[config.mk]
export PLATFORM = sky130hd
export DESIGN_NAME = i2c_seq
export DESIGN_NICKNAME = d
export VERILOG_FILES = /design/src/rtl/i2c_seq_pkg.sv /design/src/rtl/i2c_seq.sv
export VERILOG_INCLUDE_DIRS = /design/src /design/src/rtl
export SDC_FILE = /design/constraint.sdc
export NUM_CORES = 1
export LEC_CHECK = 0
export BUFFER_PORTS_ARGS = -buffer_cell sky130_fd_sc_hd__buf_2
export CORE_MARGIN = 10
export CORE_UTILIZATION = 50
export CTS_BUF_LIST = sky130_fd_sc_hd__clkbuf_4
export CTS_CLUSTER_SIZE = 28
export DETAILED_ROUTE_END_ITERATION = 6
export PLACE_DENSITY = 0.79
export SLEW_MARGIN = 20
export SYNTH_ARGS = -nofsm -noshare
export SYNTH_HDL_FRONTEND = slang
export SYNTH_SLANG_ARGS = --single-unit
[constraint.sdc]
create_clock -name core_clk -period 3.6 [get_ports core_clk]
set_clock_uncertainty 0.15 [all_clocks]
set_input_delay 0.36 -clock core_clk [delete_from_list [all_inputs] [get_ports core_clk]]
set_output_delay 0.36 -clock core_clk [all_outputs]
set_load 0.02 [all_outputs]
[src/rtl/i2c_seq_consts.svh]
// register indices, field positions, reset values and bit timing counts
// assumes the includer maps byte address = 4 * index on a 32-bit bus
`ifndef I2C_SEQ_CONSTS_SVH
`define I2C_SEQ_CONSTS_SVH

`define IDX_RECEIVE_BYTE   16'hF2A0
`define IDX_TARGET_ADDRESS 16'hF2A1
`define IDX_TRANSMIT_BYTE  16'hF2A2
`define IDX_XFER_CONTROL   16'hF2A3
`define IDX_BUS_MODE       16'hF2A4
`define IDX_BUS_STATE      16'hF2A5
`define REG_RESET          8'h00

`define MOD_EN    0
`define MOD_SPD   1
`define MOD_DW_LO 2
`define MOD_DW_HI 3
`define MOD_SYNC  4
`define CON_ST    0
`define CON_SP    1
`define CON_RS    2
`define CON_ACK   7
`define STAT_BB   0
`define STAT_ACR  1
`define STAT_ER   2
`define SA_DIR    0

// counts in core clock periods
`define STD_LOW_BASE  8'h2C
`define STD_HIGH_BASE 8'h24
`define STD_STEP      8'h04
`define STD_HD_DAT    8'h08
`define FAST_HD_DAT   8'h04
`define FAST_LOW0     8'h0C
`define FAST_LOW1     8'h0E
`define FAST_LOW2     8'h0E
`define FAST_LOW3     8'h10
`define FAST_HIGH0    8'h08
`define FAST_HIGH1    8'h08
`define FAST_HIGH2    8'h0A
`define FAST_HIGH3    8'h0A

`endif

[src/rtl/i2c_seq_pkg.sv]
// types shared by the bus sequencer and its bench
// no assumptions beyond a SystemVerilog compiler
package i2c_seq_pkg;
   typedef struct packed {
      logic scl;
      logic sda;
   } line_pair_t;

   typedef enum logic [2:0] {
      S_IDLE   = 3'b000,
      S_START  = 3'b001,
      S_RSTART = 3'b010,
      S_XFER   = 3'b011,
      S_WAIT   = 3'b100,
      S_STOP   = 3'b101
   } seq_state_t;
endpackage

[src/rtl/i2c_seq.sv]
// i2c bus master sequencer with apb register file
// assumes open-drain pads with pull-ups outside; one 20 MHz clock
//
// Decided for this implementation: the APB interface to the registers.
`timescale 1ns/100ps
`include "i2c_seq_consts.svh"

// Operation
// - start and busy work only when enabled
// - disable returns all registers but the mode register to reset
// - speed bit picks standard or fast
// - two-bit field slows bit rate by steps
// - sync bit enables scl stretching wait
// - busy set on start, cleared on stop
// - busy also follows other masters' starts
// - ack level captured after every byte
// - driven versus read sda mismatch flags error
// - sync on: error releases sda until byte end
// - sync off: keep driving despite error
// - control write clears error flag unless a mismatch comes in the same cycle
// - start from idle makes start condition
// - restart plus start makes repeated start
// - address byte msb first, ack, wait
// - data byte msb first, ack, wait
// - shifted out byte lands in receive byte
// - receive samples on scl rise, drives ack
// - receive loads byte, records driven ack
// - wait state entry raises interrupt pulse
// - wait: start, stop or repeated start
// - address bit zero selects direction
// - control bit seven picks ack level
// - after stop: interrupt, start bit cleared
module i2c_seq #(
   parameter int ADDR_W = 18
) (
   // clock and reset
   input  wire logic                    core_clk,
   input  wire logic                    rstn,
   // apb slave
   input  wire logic                    psel,
   input  wire logic                    penable,
   input  wire logic                    pwrite,
   input  wire logic [ADDR_W-1:0]       paddr,
   input  wire logic [31:0]             pwdata,
   output logic      [31:0]             prdata,
   output logic                         pready,
   output logic                         pslverr,
   // bus lines
   input  wire i2c_seq_pkg::line_pair_t line_in,
   output i2c_seq_pkg::line_pair_t      line_out,
   output i2c_seq_pkg::line_pair_t      line_oe_n,
   // event
   output logic                         iface_interrupt
);
   import i2c_seq_pkg::*;

   if (ADDR_W < 18) begin : g_chk
      $error("ADDR_W must be at least 18");
   end

   line_pair_t ln_s1_ff, ln_s2_ff, ln_prev_ff;
   logic [4:0] mod_ff;
   logic [7:0] sa_ff, td_ff, rd_ff, sh_ff, tmr_ff;
   logic [7:0] low_cnt, high_cnt, hd_cnt;
   logic [3:0] bit_ff;
   logic [1:0] step_ff;
   logic       ack_lvl_ff, st_ff, busy_ff, acr_ff, err_ff;
   logic       addr_ph_ff, rx_ff, scl_low_ff, sda_low_ff, err_hold_ff, irq_ff;
   logic       en, sync_on, acc, wr, wr_con, hit, err_evt, drv_bit;
   logic       cmd_st, cmd_sp, cmd_rs, cmd_kill, line_hi;
   logic [15:0] idx;
   seq_state_t state_ff;

   assign en      = mod_ff[`MOD_EN];
   assign sync_on = mod_ff[`MOD_SYNC];
   assign idx     = paddr[17:2];
   assign acc     = psel & penable;
   assign wr      = acc & pwrite;
   assign hit     = (idx >= `IDX_RECEIVE_BYTE) && (idx <= `IDX_BUS_STATE) &&
                    (paddr[1:0] == 2'h0) && ((paddr >> 18) == '0);
   assign wr_con  = wr && hit && (idx == `IDX_XFER_CONTROL);
   assign cmd_st  = wr_con & pwdata[`CON_ST] & en;
   assign cmd_rs  = cmd_st & pwdata[`CON_RS] & st_ff;
   assign cmd_sp  = wr_con & pwdata[`CON_SP] & st_ff & en;
   assign cmd_kill = wr_con & ~pwdata[`CON_ST] & ~pwdata[`CON_SP] & st_ff;
   assign pready  = 1'b1;
   assign pslverr = acc & ~hit;

   // synchroniser: second stage and later only are read
   always_ff @(posedge core_clk) begin
      if (!rstn) begin
         ln_s1_ff   <= '1;
         ln_s2_ff   <= '1;
         ln_prev_ff <= '1;
      end else begin
         ln_s1_ff   <= line_in;
         ln_s2_ff   <= ln_s1_ff;
         ln_prev_ff <= ln_s2_ff;
      end
   end

   // bit timing from mode register
   always_comb begin
      if (!mod_ff[`MOD_SPD]) begin
         low_cnt  = `STD_LOW_BASE + `STD_STEP * {6'h00, mod_ff[3:2]};
         high_cnt = `STD_HIGH_BASE + `STD_STEP * {6'h00, mod_ff[3:2]};
         hd_cnt   = `STD_HD_DAT;
      end else begin
         hd_cnt = `FAST_HD_DAT;
         case (mod_ff[3:2])
            2'h0: begin
               low_cnt  = `FAST_LOW0;
               high_cnt = `FAST_HIGH0;
            end
            2'h1: begin
               low_cnt  = `FAST_LOW1;
               high_cnt = `FAST_HIGH1;
            end
            2'h2: begin
               low_cnt  = `FAST_LOW2;
               high_cnt = `FAST_HIGH2;
            end
            default: begin
               low_cnt  = `FAST_LOW3;
               high_cnt = `FAST_HIGH3;
            end
         endcase
      end
   end

   // registered read data, taken in the setup cycle
   always_ff @(posedge core_clk) begin
      if (!rstn) begin
         prdata <= 32'h0000_0000;
      end else if (psel && !penable) begin
         case (idx)
            `IDX_RECEIVE_BYTE:   prdata <= {24'h000000, rd_ff};
            `IDX_TARGET_ADDRESS: prdata <= {24'h000000, sa_ff};
            `IDX_TRANSMIT_BYTE:  prdata <= {24'h000000, td_ff};
            `IDX_XFER_CONTROL:   prdata <= {24'h000000, ack_lvl_ff, 6'h00, st_ff};
            `IDX_BUS_MODE:       prdata <= {27'h0000000, mod_ff};
            `IDX_BUS_STATE:      prdata <= {29'h00000000, err_ff, acr_ff, busy_ff};
            default:             prdata <= 32'h0000_0000;
         endcase
      end
   end

   // software-owned registers
   always_ff @(posedge core_clk) begin
      if (!rstn) begin
         mod_ff <= 5'h00;
      end else if (wr && hit && idx == `IDX_BUS_MODE) begin
         mod_ff <= pwdata[4:0];
      end
   end

   always_ff @(posedge core_clk) begin
      if (!rstn || !en) begin
         sa_ff      <= `REG_RESET;
         td_ff      <= `REG_RESET;
         ack_lvl_ff <= 1'b0;
      end else if (wr && hit) begin
         if (idx == `IDX_TARGET_ADDRESS)
            sa_ff <= pwdata[7:0];
         if (idx == `IDX_TRANSMIT_BYTE)
            td_ff <= pwdata[7:0];
         if (idx == `IDX_XFER_CONTROL)
            ack_lvl_ff <= pwdata[`CON_ACK];
      end
   end

   // bus busy from start and stop seen on the lines, ours or others
   always_ff @(posedge core_clk) begin
      if (!rstn || !en) begin
         busy_ff <= 1'b0;
      end else if (ln_prev_ff.scl && ln_s2_ff.scl) begin
         if (ln_prev_ff.sda && !ln_s2_ff.sda)
            busy_ff <= 1'b1;
         else if (!ln_prev_ff.sda && ln_s2_ff.sda)
            busy_ff <= 1'b0;
      end
   end

   // error flag: a mismatch in the clear cycle still sets it
   always_ff @(posedge core_clk) begin
      if (!rstn || !en) begin
         err_ff <= 1'b0;
      end else if (err_evt) begin
         err_ff <= 1'b1;
      end else if (wr_con) begin
         err_ff <= 1'b0;
      end
   end

   // level the device drives for the current bit
   always_comb begin
      if (bit_ff == 4'h8)
         drv_bit = rx_ff & ~addr_ph_ff ? ack_lvl_ff : 1'b1;
      else if (rx_ff && !addr_ph_ff)
         drv_bit = 1'b1;
      else if (err_hold_ff && sync_on)
         drv_bit = 1'b1;
      else
         drv_bit = sh_ff[7];
   end

   assign line_hi = ~sync_on | ln_s2_ff.scl;
   assign err_evt = (state_ff == S_XFER) && step_ff == 2'h1 && line_hi &&
                    tmr_ff == 8'h00 && bit_ff != 4'h8 &&
                    (addr_ph_ff || !rx_ff) && sda_low_ff == ln_s2_ff.sda;

   // sequencer
   always_ff @(posedge core_clk) begin
      if (!rstn || !en) begin
         state_ff    <= S_IDLE;
         step_ff     <= 2'h0;
         bit_ff      <= 4'h0;
         tmr_ff      <= 8'h00;
         sh_ff       <= 8'h00;
         rd_ff       <= `REG_RESET;
         acr_ff      <= 1'b0;
         st_ff       <= 1'b0;
         addr_ph_ff  <= 1'b0;
         rx_ff       <= 1'b0;
         scl_low_ff  <= 1'b0;
         sda_low_ff  <= 1'b0;
         err_hold_ff <= 1'b0;
         irq_ff      <= 1'b0;
      end else begin
         irq_ff <= 1'b0;
         if (err_evt && sync_on)
            err_hold_ff <= 1'b1;
         if (cmd_kill) begin
            // forced stop: let go of both lines at once
            state_ff   <= S_IDLE;
            st_ff      <= 1'b0;
            scl_low_ff <= 1'b0;
            sda_low_ff <= 1'b0;
         end else begin
            case (state_ff)
               S_IDLE: begin
                  if (cmd_st && !st_ff) begin
                     st_ff      <= 1'b1;
                     sda_low_ff <= 1'b1;
                     tmr_ff     <= 8'h00;
                     state_ff   <= S_START;
                  end
               end
               S_START: begin
                  tmr_ff <= tmr_ff + 8'h01;
                  if (tmr_ff == high_cnt - 8'h01) begin
                     scl_low_ff <= 1'b1;
                     addr_ph_ff <= 1'b1;
                     sh_ff      <= sa_ff;
                     bit_ff     <= 4'h0;
                     step_ff    <= 2'h0;
                     tmr_ff     <= 8'h00;
                     state_ff   <= S_XFER;
                  end
               end
               S_RSTART: begin
                  case (step_ff)
                     2'h0: begin
                        sda_low_ff <= 1'b0;
                        tmr_ff     <= tmr_ff + 8'h01;
                        if (tmr_ff == hd_cnt) begin
                           scl_low_ff <= 1'b0;
                           tmr_ff     <= 8'h00;
                           step_ff    <= 2'h1;
                        end
                     end
                     2'h1: begin
                        if (line_hi) begin
                           tmr_ff <= tmr_ff + 8'h01;
                           if (tmr_ff == low_cnt - 8'h01) begin
                              sda_low_ff <= 1'b1;
                              tmr_ff     <= 8'h00;
                              state_ff   <= S_START;
                           end
                        end
                     end
                     default: step_ff <= 2'h0;
                  endcase
               end
               S_XFER: begin
                  if (step_ff == 2'h0) begin
                     tmr_ff <= tmr_ff + 8'h01;
                     if (tmr_ff == hd_cnt - 8'h01)
                        sda_low_ff <= ~drv_bit;
                     if (tmr_ff == low_cnt - 8'h01) begin
                        scl_low_ff <= 1'b0;
                        tmr_ff     <= 8'h00;
                        step_ff    <= 2'h1;
                     end
                  end else if (line_hi) begin
                     tmr_ff <= tmr_ff + 8'h01;
                     if (tmr_ff == 8'h00) begin
                        if (bit_ff != 4'h8)
                           sh_ff <= {sh_ff[6:0], ln_s2_ff.sda};
                        else if (rx_ff && !addr_ph_ff)
                           acr_ff <= ack_lvl_ff;
                        else
                           acr_ff <= ln_s2_ff.sda;
                     end
                     if (tmr_ff == high_cnt - 8'h01) begin
                        scl_low_ff <= 1'b1;
                        tmr_ff     <= 8'h00;
                        step_ff    <= 2'h0;
                        if (bit_ff == 4'h8) begin
                           rd_ff       <= sh_ff;
                           err_hold_ff <= 1'b0;
                           irq_ff      <= 1'b1;
                           state_ff    <= S_WAIT;
                        end else begin
                           bit_ff <= bit_ff + 4'h1;
                        end
                     end
                  end
               end
               S_WAIT: begin
                  tmr_ff <= 8'h00;
                  step_ff <= 2'h0;
                  if (tmr_ff == 8'h00 && step_ff == 2'h0 && !cmd_st && !cmd_sp)
                     sda_low_ff <= 1'b0;
                  if (cmd_rs) begin
                     state_ff <= S_RSTART;
                  end else if (cmd_sp) begin
                     sda_low_ff <= 1'b1;
                     state_ff   <= S_STOP;
                  end else if (cmd_st) begin
                     addr_ph_ff <= 1'b0;
                     rx_ff      <= sa_ff[`SA_DIR];
                     sh_ff      <= td_ff;
                     bit_ff     <= 4'h0;
                     state_ff   <= S_XFER;
                  end
               end
               S_STOP: begin
                  case (step_ff)
                     2'h0: begin
                        sda_low_ff <= 1'b1;
                        tmr_ff     <= tmr_ff + 8'h01;
                        if (tmr_ff == low_cnt - 8'h01) begin
                           scl_low_ff <= 1'b0;
                           tmr_ff     <= 8'h00;
                           step_ff    <= 2'h1;
                        end
                     end
                     2'h1: begin
                        if (line_hi) begin
                           tmr_ff <= tmr_ff + 8'h01;
                           if (tmr_ff == high_cnt - 8'h01) begin
                              sda_low_ff <= 1'b0;
                              tmr_ff     <= 8'h00;
                              step_ff    <= 2'h2;
                           end
                        end
                     end
                     default: begin
                        tmr_ff <= tmr_ff + 8'h01;
                        if (tmr_ff == low_cnt - 8'h01) begin
                           st_ff    <= 1'b0;
                           irq_ff   <= 1'b1;
                           step_ff  <= 2'h0;
                           tmr_ff   <= 8'h00;
                           state_ff <= S_IDLE;
                        end
                     end
                  endcase
               end
               default: state_ff <= S_IDLE;
            endcase
         end
      end
   end

   // open drain: the output value is always low
   assign line_out        = '0;
   assign line_oe_n.scl   = ~scl_low_ff;
   assign line_oe_n.sda   = ~sda_low_ff;
   assign iface_interrupt = irq_ff;

   busy_needs_en_a: assert property (@(posedge core_clk) disable iff (!rstn)
      !en |=> !busy_ff && !st_ff)
      else $error("busy or start set while disabled");

   disable_clears_a: assert property (@(posedge core_clk) disable iff (!rstn)
      !en |=> !err_ff && !acr_ff && rd_ff == 8'h00 && state_ff == S_IDLE)
      else $error("disable did not clear state");

   err_sets_a: assert property (@(posedge core_clk) disable iff (!rstn)
      err_evt && en |=> err_ff)
      else $error("mismatch did not flag error");

   ctrl_clears_err_a: assert property (@(posedge core_clk) disable iff (!rstn)
      wr_con && !err_evt |=> !err_ff)
      else $error("control write left error set");

   sync_release_a: assert property (@(posedge core_clk) disable iff (!rstn)
      err_hold_ff && sync_on && state_ff == S_XFER && step_ff == 2'h0 &&
      bit_ff != 4'h8 && tmr_ff == hd_cnt - 8'h01 ##1 en |-> line_oe_n.sda)
      else $error("sda driven after error with sync on");

   wait_irq_a: assert property (@(posedge core_clk) disable iff (!rstn)
      en && state_ff == S_WAIT && $past(state_ff) == S_XFER |-> irq_ff)
      else $error("no interrupt on wait entry");

   rx_ack_rec_a: assert property (@(posedge core_clk) disable iff (!rstn)
      $rose(state_ff == S_WAIT) && rx_ff && !addr_ph_ff && en |->
      acr_ff == ack_lvl_ff && rd_ff == $past(sh_ff))
      else $error("receive ack or byte not recorded");

   stop_done_a: assert property (@(posedge core_clk) disable iff (!rstn)
      en && state_ff == S_IDLE && $past(state_ff) == S_STOP && !$past(cmd_kill) |->
      !st_ff && irq_ff)
      else $error("stop did not clear start or interrupt");

   start_seq_a: assert property (@(posedge core_clk) disable iff (!rstn)
      state_ff == S_IDLE && cmd_st && !st_ff && !cmd_kill |=>
      state_ff == S_START && !line_oe_n.sda && line_oe_n.scl)
      else $error("start condition not begun");
endmodule

# After elaboration in Yosys (flattened, before gate mapping)
# Index checks and enable logic that the tools add are counted.
[word_totals]
register_bits = 103
latch_bits = 0
mem_bits_rw = 0
romBits = 0
in_bits = 57
out_inout_bits = 39
mem_count = 0
[op_classes]
add_sub_neg = 7
n_mul = 0
n_div = 0
magnitude_cmp = 2
n_eq_ne = 54
shift = 0
mux = 112
bitwise = 28
n_reduce_logical = 68
[ops]
columns = ["operator", "n"]
rows = [
  ["8-bit two-way mux", 16],
  ["16-bit equality test (second input constant)", 6],
  ["8-bit one-hot mux with 6 select lines", 2],
  ["1-bit two-way mux", 45],
  ["3-bit two-way mux", 14],
  ["4-bit two-way mux", 9],
  ["2-bit inequality test (second input constant)", 17],
  ["8-bit equality test", 4],
  ["10-bit AND reduction", 3],
  ["8-bit one-hot mux with 3 select lines", 1],
  ["8-bit by 1-bit subtractor with 8-bit output (second input constant)", 3],
  ["1-bit logical AND", 22],
  ["3-bit inequality test (second input constant)", 7],
  ["2-bit two-way mux", 9],
  ["3-bit one-hot mux with 6 select lines", 1],
  ["6-bit AND reduction", 3],
  ["16-bit >= comparator (second input constant)", 1],
  ["16-bit <= comparator (second input constant)", 1],
  ["8-bit one-hot mux with 2 select lines", 1],
  ["5-bit AND reduction", 3],
  ["6-bit by 4-bit adder with 7-bit output (first input constant)", 2],
  ["1-bit AND", 14],
  ["7-bit two-way mux", 2],
  ["1-bit NOT", 13],
  ["other kinds (35)", 72],
]

# Depth between registers and ports, before layout
# Gate-level depths: netlist of run 1.
[logic_depth]
depth_word = 15
mapped_depth = 12
mapped_depth_nobuf = 11

# Worst setup path after synthesis of run 1
# Ideal clock, no wire load.
[synth_timing]
path_type = "register -> register"
start = "reg mod_ff[2]"
end = "reg tmr_ff[7]"
setup_time_ns = 0.101
arrival_time_ns = 3.291
required_time_ns = 3.349
setup_slack_ns = 0.058
path_stages_with_launch = 13
path_buffers = 1
synth_period_minus_slack_ns = 3.542
cell_sequence = "dfxtp_1 inv_1 ha_1 clkbuf_1 nand2_1 ha_1 xnor2_1 mux2i_1 a221oi_1 o22ai_1 a31oi_1 nand3_1 o41ai_1"
[synth_between]
elab_chain_len = 10
[synth_rtl]
columns = ["element", "line", "text"]
rows = [
  ["from (decl)", "i2c_seq.sv:62", "logic [4:0] mod_ff;"],
  ["from (signal assigned)", "i2c_seq.sv:153", "mod_ff <= pwdata[4:0];"],
  ["branches (longest 9 deep; another with 8-bit by 1-bit subtractor with 8-bit output)", "n/a", ""],
  ["8-bit one-hot mux with 6 select lines *", "i2c_seq.sv:240", "case (state_ff)"],
  ["to (signal assigned)", "i2c_seq.sv:265", "tmr_ff <= tmr_ff + 8'h01;"],
  ["to (signal assigned)", "i2c_seq.sv:274", "tmr_ff <= tmr_ff + 8'h01;"],
  ["to (signal assigned)", "i2c_seq.sv:342", "tmr_ff <= tmr_ff + 8'h01;"],
  ["to (decl)", "i2c_seq.sv:63", "logic [7:0] sa_ff, td_ff, rd_ff, sh_ff, tmr_ff;"],
]
# Every way passes the cells marked *. The select of a mux whose other input is x is not followed.
# A chain may end at the register's enable or synchronous reset.

# Worst setup path after layout of run 1
[layout_timing]
start = "reg mod_ff[2]"
end = "reg state_ff[2]"
[layout_between]
elab_chain_len = 8
[layout_rtl]
columns = ["element", "line", "text"]
rows = [
  ["branches (longest 7 deep; another with 8-bit by 1-bit subtractor with 8-bit output)", "n/a", ""],
  ["12-bit AND reduction (no source line) *", "n/a", ""],
  ["to (signal assigned)", "i2c_seq.sv:278", "state_ff <= S_START;"],
  ["to (signal assigned)", "i2c_seq.sv:366", "state_ff <= S_IDLE;"],
  ["to (signal assigned)", "i2c_seq.sv:371", "default: state_ff <= S_IDLE;"],
  ["to (decl)", "i2c_seq.sv:72", "seq_state_t state_ff;"],
]
# Every way passes the cells marked *.

==> results of run 1 <==
-- state kept, by name, indices dropped and copies added (netlist names), 2 cells and up --
signal / flops
prdata: 8
rd_ff: 8
sa_ff: 8
sh_ff: 8
td_ff: 8
tmr_ff: 8
mod_ff: 5
bit_ff: 4
state_ff: 3
ln_prev_ff: 2
ln_s1_ff: 2
ln_s2_ff: 2
step_ff: 2
-- layout make-up --
cell class	instances	share of cell area, %
inverters	23	1.54
multi-input cells	511	57.5
clock buffers	9	1.21
repair buffers	66	6.97
well taps	136	3.04
flip-flops and latches	79	28.3
clock inverters	7	1.43
-- cell families (layout without fill, tap and decap cells) --
logic type | Yosys count | count (layout) | share of synthesized area (%)
AOI/OAI and AO/OA | 170 | 170 | 21.7
other | 2 | 27 | 0.145
DFF | 79 | 79 | 30.6
muxes | 43 | 43 | 8.58
adders and majority gates | 10 | 10 | 2.42
and+or+nand+nor | 251 | 251 | 25.7
xor gates and xnor gates | 10 | 10 | 1.96
buffers and inverters | 91 | 105 | 8.92
-- routing by layer --
| metal | vias to the layer above | wire [µm] | global-route usage (%) | part of all wire (%) |
|---|---|---|---|---|
| li1 | 2402 | - | - | - |
| met1 | 2444 | 6090 | 24.6 | 40 |
| met2 | 267 | 7450 | 34.6 | 49 |
| met3 | 44 | 1350 | 4.39 | 8.8 |
| met4 | 0 | 435 | 7.75 | 2.8 |
| met5 | - | 0 | 0 | 0 |
-- placed cells by master, fill, tap and decap left out, types with 3 or more instances in the layout --
cell type,count
conb_1,27
or2_2,5
nor3b_1,3
nor2b_1,8
nand3_1,18
nand4_1,11
dfxtp_1,77
xnor2_1,8
or3_1,6
a21oi_1,36
a31oi_1,7
nand4b_1,3
and3_1,4
clkbuf_4,9
nand3b_1,6
nand2b_1,11
a22oi_1,7
a221oi_1,6
nor3_1,8
o22ai_1,21
mux2i_1,42
inv_1,22
a211oi_1,6
ha_1,10
and2_1,4
o31a_1,3
buf_2,44
a21boi_0,8
o211ai_1,3
buf_4,20
and3b_1,4
nor2_1,62
or4_1,5
nor4_1,8
nand2_1,67
or3b_2,4
o21ai_0,40
a211o_1,4
-- where the power goes --
group          total [mW]  switching (mW)  internal [mW]  leakage, nW
logic              0.0937          0.0637         0.0300         1.40
registers           0.880         0.00197          0.878        0.638
clock network       0.584           0.362          0.222       0.0805
total                1.56           0.428           1.13         2.12
-- critical path: stages, from the launching register on --
cell	delay [ns]
dfxtp_2	0.48
inv_1	0.09
ha_1	0.30
nand2_1	0.07
ha_1	0.26
xnor2_1	0.27
mux2i_1	0.28
a221oi_2	0.13
buf_4	0.17
o31a_1	0.28
a211oi_1	0.37
nor2b_1	0.24
a221oi_1	0.10
-- worst paths after layout --
kind | start | endpoint | cells after the start
max | mod_ff[2] | state_ff[2] | 12
min | pwdata[5] | sa_ff[5] | 3
max reg2reg | mod_ff[2] | state_ff[2] | 12
min reg2reg | ln_s1_ff[1] | ln_s2_ff[1] | 1
-- per-stage QoR --
| step | util, % | setup TNS [ns] | area [µm²] | hold slack [ns] | worst slack (ns) |
|---|---|---|---|---|---|
| 2_1_floorplan | - | 0 | 5260 | 0.236 | 0.0577 |
| 3_3_place_gp | 53.3 | 0 | 5420 | 0.239 | 0.245 |
| 3_5_place_dp | 53.3 | 0 | 5420 | 0.245 | 0.0901 |
| 4_1_cts | 54.9 | 0 | 5590 | 0.0118 | 0.0625 |
| 5_1_grt | 55.0 | -0.00226 | 5600 | 0.0152 | -0.00226 |
| 6_report | 55.0 | 0 | 5600 | 0.00698 | 0.262 |
-- what timing repair did --
item	in CTS	in global routing
hold buffers	2	0
gates resized for setup	0	3
setup endpoints to repair	0	10
endpoints found under the hold margin	2	0
==> run metrics, run 1 <==
Post-Route WL 15300 µm; P_leak 2.12 nW; Seq. cell area 1580 µm²; Die H 122 µm; DR vias 5157; Total Routing Usage GR 20.3%; Worst Setup End Kind flip-flop; Crit Path Max Fanout 10; H-tree levels 3; Synth Instances 656; Ys Warns 0; Max-cap violations 0; max_slew headroom 44.9%; final antenna-violating net count 0; number of diodes 0; Filler cells 957; TritonCTS clock tree built; CTS Root Cell clkbuf_4; most frequent cells after synthesis dfxtp_1, nand2_1, nor2_1, mux2i_1, o21ai_0; VDD IR max 0.209 mV; pin count of the biggest net entering global routing 27; hold crit path type in2reg; worst-margin pin slew 0.818 ns; critical path arrival 3.51 ns; DRC Markers 0; Post-synth EDFFs 0; Initial Util 50.7%; fin cells 831; initial antenna violation count 0; Yosys reg bits 79; worst path required time 3.77 ns; maximum clock frequency 0.300 GHz; Cells after DPL 813; critical path launch point type flip-flop; Final Hold Fails 0; I/O pins 96; async set-reset flop share out of synthesis 0%; Period minus WS final 3.34 ns; CP Class reg2reg; drt pass-1 iters 5; Area Growth Syn to Fin 8.46%; top cells by area, synth dfxtp_1, mux2i_1, nand2_1; Slew Viols, Final 0; grt total ovfl 0; fraction of layout cells with a size suffix above 1 14.7%; Syn Std Cell Area 5160 µm²; die width 122 µm; multi-input logic area 3220 µm²; CTS sink count 79; total power 1.56 mW; HPWL Detailed 11400 µm; vias in the first global route 4925; top cell type's share of synthesized area 30.6%; Core Rows 37; clock buffer count from CTS 9; final setup fails 0; first-pass GRT wire length 24700 µm; outcome finished, final reports clean; Worst R2R Setup Slack 0.26 ns; full die area 14800 µm²; Clock Path Buffers 2; PD cells 278 nW/µm²; Final Cycle Share 92.7%; Cell variety after synth 73; Final #Nets 757; core area 10200 µm²; most common cell in the synthesized netlist dfxtp_1; Post-synth top flop dfxtp_1; Post-Syn Area per Cell 7.87 µm²; vias per inst 6.21; port bufs 44; clock transition at the registers of the reported paths 0.14 ns; WL/cell 18.4 µm; Clock Latency Late Sink 0.45 ns; sequential-to-total area share from yosys stat 30.6%; Yosys top cell by area dfxtp_1; DR iter-0 viols 525; post-CTS setup buffers 0; Final Wtd Congestion 0.963
Power figures use the tool's default switching activity.
==> inputs of run 2 (changes only) <==
Settings changed: REMOVE_ABC_BUFFERS from default to 1.
==> run metrics, run 2 (synthesis results as in run 1) <==
first-pass GRT wire length 24600 µm; cell mode on critical path ha_1; P_leak 2.13 nW; clock buffer count from CTS 9; worst path required time 3.80 ns; vias per inst 6.12; core area 10200 µm²; Critical Path Max Stage Delay 0.49 ns; Period minus WS final 3.34 ns; DRC Markers 0; worst-margin pin slew 0.917 ns; Crit Path Max Fanout 10; Worst R2R Setup Slack 0.26 ns; fin cells 833; Post-Route WL 15400 µm; met2 WL 7410 µm; M1 WL 6430 µm; Slew Viols, Final 0; number of diodes 0; critical path launch point type flip-flop; outcome finished, final reports clean; vias in the first global route 4736; Core Rows 37; placed inst area 5420 µm²; DR vias 5096; WL/cell 18.4 µm; Initial Util 50.7%; worst-path cell chain inv_1, ha_1, nand2_1, ha_1, xnor2_1, mux2i_1, a221oi_2, o22ai_1, a31oi_1, nand3_1, o41ai_1; I/O pins 96; die width 122 µm; port bufs 44; Final #Nets 759; commonest non-fill, non-tap cell in the layout dfxtp_1; Met3 Routed Length 1190 µm; Highest Signal Layer met4; fraction of layout cells with a size suffix above 1 14.3%; DP Worst Slack 0.0499 ns; full die area 14800 µm²; Worst Setup End Kind flip-flop; RSZ-0062 raised after global routing no; pin count of the biggest net entering global routing 39; Clock Latency Late Sink 0.46 ns; Total Routing Usage GR 20.3%; max_slew headroom 38.2%; CTS Root Cell clkbuf_4; Max-cap violations 0; fin area 5640 µm²; Cells after DPL 812; maximum clock frequency 0.299 GHz; final setup fails 0; most frequent cells in the layout dfxtp_1, nand2_1, nor2_1, buf_2, mux2i_1; Final Cycle Share 92.9%; Clock Path Buffers 2; CTS sink count 79; Final Wtd Congestion 0.943; H-tree levels 3; clock transition at the registers of the reported paths 0.14 ns; Die H 122 µm; TritonCTS clock tree built; final antenna-violating net count 0; hold crit path type in2reg; HPWL Detailed 11200 µm; DR iter-0 viols 532; grt total ovfl 0; final setup margin 0.257 ns; critical path arrival 3.54 ns; VDD IR max 0.251 mV; drt pass-1 iters 5; Area Growth Syn to Fin 9.16%; CP Class reg2reg; total power 1.60 mW; initial antenna violation count 0; setup tns final 0 ns; slowest CP cell dfxtp_2; PD cells 283 nW/µm²; Final Hold Fails 0
run 2: metrics by stage:
step,hold WS (ns),util [%]
after floorplan,0.236,-
after global placement,0.250,53.2
after detailed placement,0.243,53.2
after CTS,0.00305,55.3
after global routing,0.0116,55.3
final,0.0162,55.3
run 2: critical path, delay by kind of cell (launching register included):
family	cells	cell delay, ns
muxes	1	0.14
AOI/OAI and AO/OA	4	1.20
adders and majority gates	2	0.56
DFF	1	0.49
buffers and inverters	1	0.09
xor gates and xnor gates	1	0.28
and+or+nand+nor	2	0.31
run 2: power breakdown:
group / total, mW / internal [mW] / leakage (nW) / switching [mW]
combinational: 0.0951 / 0.0321 / 1.41 / 0.0630
sequential: 0.879 / 0.877 / 0.638 / 0.00205
clock: 0.622 / 0.283 / 0.0860 / 0.339
run 2: layout make-up:
class                      count  area (µm²)
clock buffer                   9        67.6
fill                         970        4550
inverter                      23        86.3
sequential                    79        1580
multi-input combinational    511        3220
timing repair buffer          68         413
tap                          136         170
clock inverter                 7        93.8
run 2: worst paths after layout:
kind | start | to | cells after the start
setup / recovery | mod_ff[2] | tmr_ff[7] | 11
hold reg to reg | ln_s1_ff[1] | ln_s2_ff[1] | 1
setup reg to reg | mod_ff[2] | tmr_ff[7] | 11
hold / removal | pwdata[7] | ack_lvl_ff | 3
run 2: repair_timing:
action,4_1_cts,5_1_grt
endpoints found under the hold margin,7,0
resized for setup,0,4
setup buffers,0,0
hold buffers,5,0
setup endpoints to repair,0,11
run 2: layer usage:
metal | GRT usage [%] | vias to the layer above
met3 | 4.53 | 30
met5 | 0 | -
met1 | 25.4 | 2453
met4 | 6.63 | 0
met2 | 33.9 | 215
li1 | - | 2398
